$ cat src/design/fcs_pkg.sv
package fcs_pkg;
    localparam int          FCS_ADDR_W        = 4;
    localparam logic [3:0]  FCS_OFF_STATUS    = 4'h6;
    localparam logic [3:0]  FCS_OFF_CONFIG    = 4'h4;
    localparam logic [3:0]  FCS_OFF_IRQ_STAT  = 4'h8;
    localparam logic [3:0]  FCS_OFF_IRQ_MASK  = 4'h9;
    localparam int          FCS_BIT_DONE      = 7;
    localparam int          FCS_BIT_ACCESS_ERROR_FLAG    = 5;
    localparam int          FCS_BIT_PROTV     = 4;
    localparam int          FCS_BIT_BUSY      = 3;
    localparam int          FCS_RES_HI        = 1;
    localparam int          FCS_RES_LO        = 0;
    localparam int          FCS_BIT_IRQ_EN    = 7;
    localparam int          FCS_EV_DONE       = 0;
    localparam int          FCS_EV_ACCESS_ERROR_FLAG     = 1;
    localparam int          FCS_EV_PROTV      = 2;
    localparam int          FCS_EV_RESULT     = 3;
    localparam int          FCS_EV_W          = 4;
    localparam logic [1:0]  FCS_RESULT_RESET  = 2'h0;
    localparam logic [1:0]  FCS_RESULT_DBLFLT = 2'h3;
    localparam int          FCS_EXEC_CYCLES   = 16;
endpackage

$ cat src/design/fcs_exec_timer.sv
`timescale 1ns/1ps
module fcs_exec_timer
    import fcs_pkg::*;
#(
    parameter int CYCLES = FCS_EXEC_CYCLES
)
(
    input  wire logic sys_clk,
    input  wire logic rstSync_n,
    input  wire logic start,
    output logic      running,
    output logic      finished
);
    localparam int CW = $clog2(CYCLES + 1);
    logic [CW-1:0] count;

    initial
    begin
        if (CYCLES < 1) $error("CYCLES must be at least one");
    end

    always_ff @(posedge sys_clk or negedge rstSync_n)
    begin
        if (!rstSync_n)
        begin
            count    <= '0;
            running  <= 1'b0;
            finished <= 1'b0;
        end
        else
        begin
            finished <= 1'b0;
            if (start && !running)
            begin
                count   <= CW'(CYCLES - 1);
                running <= 1'b1;
            end
            else if (running)
            begin
                if (count == '0)
                begin
                    running  <= 1'b0;
                    finished <= 1'b1;
                end
                else
                    count <= count - 1'b1;
            end
        end
    end
endmodule // fcs_exec_timer

$ cat src/design/fcs_flash_command_status.sv
// Implementation choices: the placing of the registers and the strobed register port.
`timescale 1ns/1ps
module fcs_flash_command_status
    import fcs_pkg::*;
#(
    parameter int EXEC_CYCLES = FCS_EXEC_CYCLES
)
(
    input  wire logic                  sys_clk,
    input  wire logic                  rst_n,
    input  wire logic [FCS_ADDR_W-1:0] regAddr,
    input  wire logic [7:0]            regWrData,
    input  wire logic                  regWrStrobe,
    input  wire logic                  regRdStrobe,
    output logic      [7:0]            regRdData,
    input  wire logic                  seqWrite,
    input  wire logic                  seqViolation,
    input  wire logic                  illegalCommand,
    input  wire logic                  protectedTarget,
    input  wire logic                  execError,
    input  wire logic                  resetSeqDone,
    input  wire logic                  resetSeqFault,
    output logic                       seqAccept,
    output logic                       cmdLaunch,
    output logic                       irq
);
    logic       rstMeta_n;
    logic       rstSync_n;
    logic       commandDone;
    logic       accessError;
    logic       protectViolation;
    logic [1:0] commandResult;
    logic       doneIrqEnable;
    logic [FCS_EV_W-1:0] eventStatus;
    logic [FCS_EV_W-1:0] eventMask;
    logic       controllerBusy;
    logic       execFinished;
    logic       wrStatus;
    logic       launchReq;
    logic       accErrSet;
    logic       protSet;
    logic [7:0] statusView;

    initial
    begin
        if (EXEC_CYCLES < 1) $error("EXEC_CYCLES must be at least one");
    end

    always_ff @(posedge sys_clk or negedge rst_n)
    begin
        if (!rst_n)
        begin
            rstMeta_n <= 1'b0;
            rstSync_n <= 1'b0;
        end
        else
        begin
            rstMeta_n <= 1'b1;
            rstSync_n <= rstMeta_n;
        end
    end

    assign wrStatus  = regWrStrobe && regAddr == FCS_OFF_STATUS;
    // A launch needs both error flags clear and no command already running
    assign launchReq = wrStatus && regWrData[FCS_BIT_DONE] && commandDone
                       && !accessError && !protectViolation;
    assign cmdLaunch = launchReq;
    assign seqAccept = seqWrite && commandDone && !protectViolation;
    assign accErrSet = seqViolation || illegalCommand
                       || (wrStatus && regWrData[FCS_BIT_DONE] && !commandDone);
    assign protSet   = seqWrite && protectedTarget && commandDone;

    fcs_exec_timer #(
        .CYCLES (EXEC_CYCLES)
    ) u_timer (
        .sys_clk   (sys_clk),
        .rstSync_n (rstSync_n),
        .start     (launchReq),
        .running   (controllerBusy),
        .finished  (execFinished)
    );

    always_ff @(posedge sys_clk or negedge rstSync_n)
    begin
        if (!rstSync_n)
            commandDone <= 1'b1;
        else if (launchReq)
            commandDone <= 1'b0;
        else if (execFinished)
            commandDone <= 1'b1;
    end

    // Set wins over a simultaneous write-one clear
    always_ff @(posedge sys_clk or negedge rstSync_n)
    begin
        if (!rstSync_n)
            accessError <= 1'b0;
        else if (accErrSet)
            accessError <= 1'b1;
        else if (wrStatus && regWrData[FCS_BIT_ACCESS_ERROR_FLAG])
            accessError <= 1'b0;
    end

    always_ff @(posedge sys_clk or negedge rstSync_n)
    begin
        if (!rstSync_n)
            protectViolation <= 1'b0;
        else if (protSet)
            protectViolation <= 1'b1;
        else if (wrStatus && regWrData[FCS_BIT_PROTV])
            protectViolation <= 1'b0;
    end

    // Result field only changes by hardware or a launch write, which clears it; other writes never touch it
    always_ff @(posedge sys_clk or negedge rstSync_n)
    begin
        if (!rstSync_n)
            commandResult <= FCS_RESULT_RESET;
        else if (resetSeqDone && resetSeqFault)
            commandResult <= FCS_RESULT_DBLFLT;
        else if (launchReq)
            commandResult <= FCS_RESULT_RESET;
        else if (controllerBusy && execError)
            commandResult[FCS_RES_LO] <= 1'b1;
        else if (resetSeqDone && execError)
            commandResult[FCS_RES_HI] <= 1'b1;
    end

    always_ff @(posedge sys_clk or negedge rstSync_n)
    begin
        if (!rstSync_n)
            doneIrqEnable <= 1'b0;
        else if (regWrStrobe && regAddr == FCS_OFF_CONFIG)
            doneIrqEnable <= regWrData[FCS_BIT_IRQ_EN];
    end

    always_ff @(posedge sys_clk or negedge rstSync_n)
    begin
        if (!rstSync_n)
            eventMask <= '0;
        else if (regWrStrobe && regAddr == FCS_OFF_IRQ_MASK)
            eventMask <= regWrData[FCS_EV_W-1:0];
    end

    always_ff @(posedge sys_clk or negedge rstSync_n)
    begin
        if (!rstSync_n)
            eventStatus <= '0;
        else
        begin
            for (int i = 0; i < FCS_EV_W; i++)
            begin
                if ((regWrStrobe && regAddr == FCS_OFF_IRQ_STAT && regWrData[i]))
                    eventStatus[i] <= 1'b0;
                if (i == FCS_EV_DONE && execFinished)
                    eventStatus[i] <= 1'b1;
                if (i == FCS_EV_ACCESS_ERROR_FLAG && accErrSet)
                    eventStatus[i] <= 1'b1;
                if (i == FCS_EV_PROTV && protSet)
                    eventStatus[i] <= 1'b1;
                if (i == FCS_EV_RESULT && controllerBusy && execError)
                    eventStatus[i] <= 1'b1;
            end
        end
    end

    // Done interrupt is a level while the flag stays set
    assign irq = (doneIrqEnable && commandDone) || |(eventStatus & eventMask);

    always_comb
    begin
        statusView                = 8'h00;
        statusView[FCS_BIT_DONE]  = commandDone;
        statusView[FCS_BIT_ACCESS_ERROR_FLAG] = accessError;
        statusView[FCS_BIT_PROTV] = protectViolation;
        statusView[FCS_BIT_BUSY]  = controllerBusy;
        statusView[FCS_RES_HI:FCS_RES_LO] = commandResult;
    end

    always_ff @(posedge sys_clk or negedge rstSync_n)
    begin
        if (!rstSync_n)
            regRdData <= 8'h00;
        else if (regRdStrobe)
        begin
            unique case (regAddr)
                FCS_OFF_STATUS:   regRdData <= statusView;
                FCS_OFF_CONFIG:   regRdData <= {doneIrqEnable, 7'h00};
                FCS_OFF_IRQ_STAT: regRdData <= {4'h0, eventStatus};
                FCS_OFF_IRQ_MASK: regRdData <= {4'h0, eventMask};
                default:          regRdData <= 8'h00;
            endcase
        end
        else
            regRdData <= 8'h00;
    end
endmodule // fcs_flash_command_status

$ cat config.mk
export PLATFORM = sky130hd
export DESIGN_NAME = fcs_flash_command_status
export DESIGN_NICKNAME = d
export VERILOG_FILES = /design/src/design/fcs_pkg.sv /design/src/design/fcs_exec_timer.sv /design/src/design/fcs_flash_command_status.sv
export SDC_FILE = /design/constraint.sdc
export NUM_CORES = 1
export LEC_CHECK = 0
export BUFFER_PORTS_ARGS = -buffer_cell sky130_fd_sc_hd__buf_2
export CAP_MARGIN = 25
export CELL_PAD_IN_SITES_DETAIL_PLACEMENT = 1
export CELL_PAD_IN_SITES_GLOBAL_PLACEMENT = 1
export CORE_MARGIN = 1
export CORE_UTILIZATION = 41
export CTS_CLUSTER_DIAMETER = 60
export CTS_CLUSTER_SIZE = 10
export DETAILED_ROUTE_END_ITERATION = 16
export PLACE_DENSITY = 0.9
export SETUP_SLACK_MARGIN = 0.02
export SLEW_MARGIN = 25
export SYNTH_ARGS = -nofsm -noshare
export SYNTH_HDL_FRONTEND = slang
export SYNTH_HIERARCHICAL = 1
export SYNTH_SLANG_ARGS = --single-unit
$ cat constraint.sdc
create_clock -name sys_clk -period 1.6 [get_ports sys_clk]
set_input_delay 0.32 -clock sys_clk [delete_from_list [all_inputs] [get_ports sys_clk]]
set_output_delay 0.32 -clock sys_clk [all_outputs]
set_load 0.01 [all_outputs]
# --- After elaboration in Yosys (flattened, before gate mapping) ---
# Index checks and enable logic that the tools add are counted.
word_totals:
  ff_bits: 31
  word_cells: 100
  in_bits: 23
op_classes:
  n_mux: 30
  eq_ne: 6
  n_addsub: 1
  bitwise_logic: 1
  n_reduce_logical: 45
ops:
  columns: ["operator", "n"]
  rows:
  - ["one-hot mux 8 bit (4 select lines)", 1]
  - ["logical AND 1 bit", 24]
  - ["2-to-1 mux 1 bit", 23]
  - ["nonzero test 2 bit", 8]
  - ["2-to-1 mux 5 bit", 3]
  - ["equality test 4 x 3 -> 1 bit, second input constant", 2]
  - ["equality test 4 bit, second input constant", 2]
  - ["2-to-1 mux 8 bit", 1]
  - ["nonzero test 3 bit", 2]
  - ["zero test 5 bit", 1]
  - ["subtractor 5 x 1 -> 5 bit, second input constant", 1]
  - ["AND 4 bit", 1]
  - ["zero test 1 bit", 4]
  - ["2-to-1 mux 2 bit", 2]
  - ["AND reduction 2 bit", 2]
  - ["OR reduction 4 bit", 1]
  - ["logical OR 1 bit", 3]
  - ["inequality test 3 x 2 -> 1 bit, second input constant", 1]
  - ["inequality test 2 x 1 -> 1 bit, second input constant", 1]

# --- Longest topological paths before layout ---
logic_depth:
  ltp_word: 9
  depth_mapped: 7
  ltp_nobuf: 5

# --- Hierarchy ---
# Netlist, hierarchy kept.
modules_own_cells:
  columns: ["module", "cells_each", "area_each_um2", "seq_area_each_um2", "n_inst"]
  rows:
  - ["fcs_flash_command_status", 94, 1082.3, 576.8, 1]
  - ["fcs_exec_timer", 29, 340.3, 175.2, 1]

# --- Least setup slack after synthesis ---
# OpenSTA, ideal clock, no wires.
synth_path:
  path_type: "input to register"
  start: "input port regAddr[0]"
  end: "register u_timer.count[1]"
  arrival_ns: 1.482
  stages: 7
  setup_slack_ns: 0.039
  setup_ns: 0.079
  cell_sequence: "buf_6 > nor4bb_1 > buf_2 > and3_2 > nor2_1 > a21oi_1 > a2bb2oi_1"
synth_between:
  elab_chain_len: 9
synth_rtl:
  columns: ["element", "line_no", "text"]
  rows:
  - ["start: declaration", "fcs_flash_command_status.sv:11", "input wire logic [FCS_ADDR_W-1:0] regAddr,"]
  - ["equality test 4 x 3 -> 1 bit *", "fcs_flash_command_status.sv:63", "assign wrStatus = regWrStrobe && regAddr == FCS_OFF_STATUS;"]
  - ["logical AND 1 bit *", "fcs_flash_command_status.sv:63", null]
  - ["logical AND 1 bit * (2 in series)", "fcs_flash_command_status.sv:65", "assign launchReq = wrStatus && regWrData[FCS_BIT_DONE] && commandDone"]
  - ["logical AND 1 bit * (2 in series)", "fcs_flash_command_status.sv:66", "&& !accessError && !protectViolation;"]
  - ["via cmdLaunch", "fcs_flash_command_status.sv:24", "output logic cmdLaunch,"]
  - ["logical AND 1 bit *", "fcs_exec_timer.sv:33", "if (start && !running)"]
  - ["inequality test 2 x 1 -> 1 bit (no line) / nonzero test 2 bit (equally long branches)", null, null]
  - ["AND reduction 2 bit (no line)", null, null]
  - ["end signal: assignment", "fcs_exec_timer.sv:35", "count <= CW'(CYCLES - 1);"]
  - ["end signal: assignment", "fcs_exec_timer.sv:46", "count <= count - 1'b1;"]
  - ["end: declaration", "fcs_exec_timer.sv:15", "logic [CW-1:0] count;"]
# Mark *: on every way through the listed nets, which the timed path passes. The rest lies on a longest branch.
# A chain may end at the register's enable or synchronous reset.

# --- Worst setup path in the final report ---
layout_path:
  start: "register commandDone"
  end: "output port cmdLaunch"
layout_between:
  elab_chain_len: 3
layout_rtl:
  columns: ["element", "line_no", "text"]
  rows:
  - ["start: declaration", "fcs_flash_command_status.sv:29", "logic commandDone;"]
  - ["start signal: assignment", "fcs_flash_command_status.sv:86", "commandDone <= 1'b1;"]
  - ["start signal: assignment", "fcs_flash_command_status.sv:88", "commandDone <= 1'b0;"]
  - ["start signal: assignment", "fcs_flash_command_status.sv:90", "commandDone <= 1'b1;"]
  - ["logical AND 1 bit", "fcs_flash_command_status.sv:65", null]
  - ["logical AND 1 bit (2 in series)", "fcs_flash_command_status.sv:66", null]
  - ["end: declaration", "fcs_flash_command_status.sv:24", null]
# Every way passes these cells.

==> results.toml <==
[cts]
cts_made_buffers = 5
clock_tree_from_tritoncts = "built"
clkSlewWorstSetupHoldPaths_ps = 100
worstSkewPairLatency_ps = 330
cts.root.buffer_cell = "sky130_fd_sc_hd__clkbuf_4"
htree_levels = 2
tritoncts_num_sinks = 30
cts_buffer_depth = 2

[synthesis]
ys.flop_type = "sky130_fd_sc_hd__dfrtp_1"
postSynthCellCount = 123
synth_seq_cells = 30
synth_largest_type_area_fraction_pct = 51.0
yosys-top-cells-area = "sky130_fd_sc_hd__dfrtp_1, sky130_fd_sc_hd__mux2_4, sky130_fd_sc_hd__o21ai_0, sky130_fd_sc_hd__and3_1, sky130_fd_sc_hd__nand2_1"
synthesis.nets = 147
syn-cell-area_um2 = 1420
syn-mean-instance-area_um2 = 11.6
edff_count_synth = 0
synth-seq-area-share_pct = 52.9
synth_top_cell_by_area = "sky130_fd_sc_hd__dfrtp_1"
async_reset_ff_share_pct = 100
post_synth_cell_types = 38
ys.warnings.count = 6

[setup_path]
worst_r2r_startpoint = "commandDone$_DFFE_PN1P_"
cell_class_contributing_the_biggest_share_of_worst_path_delay = "flip-flops"
launch_point_of_the_critical_path = "commandDone$_DFFE_PN1P_"
crit_type = "reg2out"
worst-endpoint-required_ps = 1280
critical_path.endpoint_type = "primary output"
path_buf_inv = 1
critical_path.max_stage_delay_ps = 540
path_cells = "nor4bb_1 > and3_2 > buf_6"
critical_path.max_fanout = 2
startpoint_type = "register"
worst-endpoint-arrival_ps = 1410
cpMaxStageDelayCell = "sky130_fd_sc_hd__dfstp_2"

[routing]
antenna_viol_nets_final = 0
vias = 1105
dr.first_iter.drc_count = 17
drt_pass1_iterations = 4
routed_via_density = 5.07
routed_wl_um = 3430
drcViolationCount = 0
avgRoutedWirePerCell_um = 15.7

[layout]
syn_to_final_growth_pct = 26.1
layout.cell_area.non_filler_um2 = 1790
final_nets = 195
finalCoreUtilization_pct = 53.8
stdcell_count = 218
drive_gt1_share_pct = 39.5
n_antenna_cell = 0
final.fill_count = 402

[sta]
setup_ws_ps = -127
report.final.slew_viol_count = 0
setup-tns-final_ps = -203
unrepaired_setup_endpoints_after_global_routing = "yes"
fmaxAchievable_mhz = 579
final_worst_path_period_share_pct = 108
fin_hold_ws_ps = 120
finalCriticalPeriod_ps = 1730
final-hold-violation-count = 0
finClkSkew_ps = 7.82
setup_viol_count_final = 4

[power]
finalPower_mw = 1.50
ir_drop_mv = 0.497
total_leakage_power_nw = 0.911
power.density_cell_area_nw_per_um2 = 836

[floorplanning]
die_area_um2 = 3710
chipWidth_um = 60.9
coreArea_um2 = 3340
placement_rows = 21
floorplan.initialDensity_pct = 42.6
fp.dieH_um = 60.9
ioPinCount = 34

[min_path]
worstHoldPathType = "reg2async"

[grt]
grt_pass1_vias = 1208
grt_first_pass_wirelength_um = 5520
grt_max_degree = 23
track_usage_pct = 21.5
overall_overflow_remaining_after_global_route = 0
antenna_found_initial = 0

[placement]
place.gp.congestion = 0.766
post-dp-hpwl_um = 2580
dpl_cell_area_um2 = 1670
dpl_worst_slack_ps = -154
numPortBuffers = 31
dpl.cell_count = 205

[outcome]
violated_checks = "negative setup slack"
run_status = "finished, violations left"

[job]
drv.max_cap_violation_count = 0
[report_power, final]
part / internal, mW / switching, mW / leakage, nW
combinational: 0.109 / 0.0845 / 0.516
clock: 0.213 / 0.262 / 0.0353
sequential: 0.797 / 0.0353 / 0.360
total: 1.12 / 0.382 / 0.911
[area by class of cell]
| class | count | area, µm² | area share [%] |
|---|---|---|---|
| Clock buffer | 7 | 55.1 | 3.07 |
| Clock inverter | 1 | 5.00 | 0.279 |
| Inverter | 8 | 30.0 | 1.67 |
| Multi-Input combinational cell | 80 | 614 | 34.2 |
| Sequential cell | 30 | 752 | 41.9 |
| Tap cell | 46 | 57.6 | 3.21 |
| Timing Repair Buffer | 46 | 280 | 15.6 |
[placed cells by master, fill, tap and decap left out, drive strengths merged, types with 2 or more instances in the layout]
cell type | Yosys | layout
conb | 2 | 2
and3 | 7 | 7
mux2i | 3 | 3
nand2 | 9 | 9
a22oi | 3 | 3
inv | 8 | 8
clkbuf | 0 | 7
a21oi | 3 | 3
dfrtp | 29 | 29
nand2b | 5 | 5
nor2 | 4 | 4
mux2 | 7 | 7
o21ai | 9 | 9
nor2b | 5 | 5
buf | 5 | 45
nand3 | 3 | 3
nor4bb | 2 | 2
a311oi | 2 | 2
nor3b | 2 | 2
[sequential cells by signal, summed over array words and instances, names as in the netlist, 2 cells and up]
name,flops
commandResult,2
eventMask,4
eventStatus,4
regRdData,7
u_timer/count,5
[path summary, 6_finish.rpt]
kind,endpoint,cells after the start,slack [ps]
worst max-delay path,cmdLaunch,3,-130
worst max register to register,u_timer/count[1]$_DFFE_PN0P_,7,-10
worst min-delay path,u_timer/count[2]$_DFFE_PN0P_,0,120
worst min register to register,u_timer/count[2]$_DFFE_PN0P_,0,120
min in group sys_clk,eventStatus[1]$_DFFE_PN0P_,3,190
max in group asynchronous,commandDone$_DFFE_PN1P_,1,830
[metal layers]
layer  GRT usage, %  wire length [µm]  up-vias
met1           23.3              1430      548
met3           4.48               129        7
met5              0                 0        -
li1               -                 -      526
met4           8.77                36        0
met2           40.3              1830       24
[Yosys cell counts (2+ instances only)]
cell / number
sky130_fd_sc_hd__mux2_2: 3
sky130_fd_sc_hd__a21oi_1: 3
sky130_fd_sc_hd__and3_1: 6
sky130_fd_sc_hd__nand2_1: 9
sky130_fd_sc_hd__buf_4: 2
sky130_fd_sc_hd__a22oi_1: 3
sky130_fd_sc_hd__mux2_4: 4
sky130_fd_sc_hd__conb_1: 2
sky130_fd_sc_hd__nor4bb_1: 2
sky130_fd_sc_hd__nor2b_1: 4
sky130_fd_sc_hd__nand2b_1: 5
sky130_fd_sc_hd__buf_6: 2
sky130_fd_sc_hd__nor3b_1: 2
sky130_fd_sc_hd__mux2i_1: 3
sky130_fd_sc_hd__o21ai_0: 9
sky130_fd_sc_hd__inv_1: 8
sky130_fd_sc_hd__nor2_1: 4
sky130_fd_sc_hd__dfrtp_1: 29
sky130_fd_sc_hd__nand3_1: 3
sky130_fd_sc_hd__a311oi_1: 2
[kinds of logic after synthesis]
logic type,Yosys count,synth area share [%]
AOI/OAI and AO/OA,23,10.8
adders and majority gates,1,0.879
buffers and inverters,13,5.10
DFF,30,52.9
muxes,10,8.71
other,2,0.528
and+or+nand+nor,44,21.1
[what timing repair did]
item                                    CTS  global route
hold buffers                              1             0
gates resized for setup                   2             3
endpoints found under the setup margin    4             6
setup buffers                             1             3
hold endpoints to repair                  2             0
pin swaps                                 2             1
(Power assumes the default switching activity.)
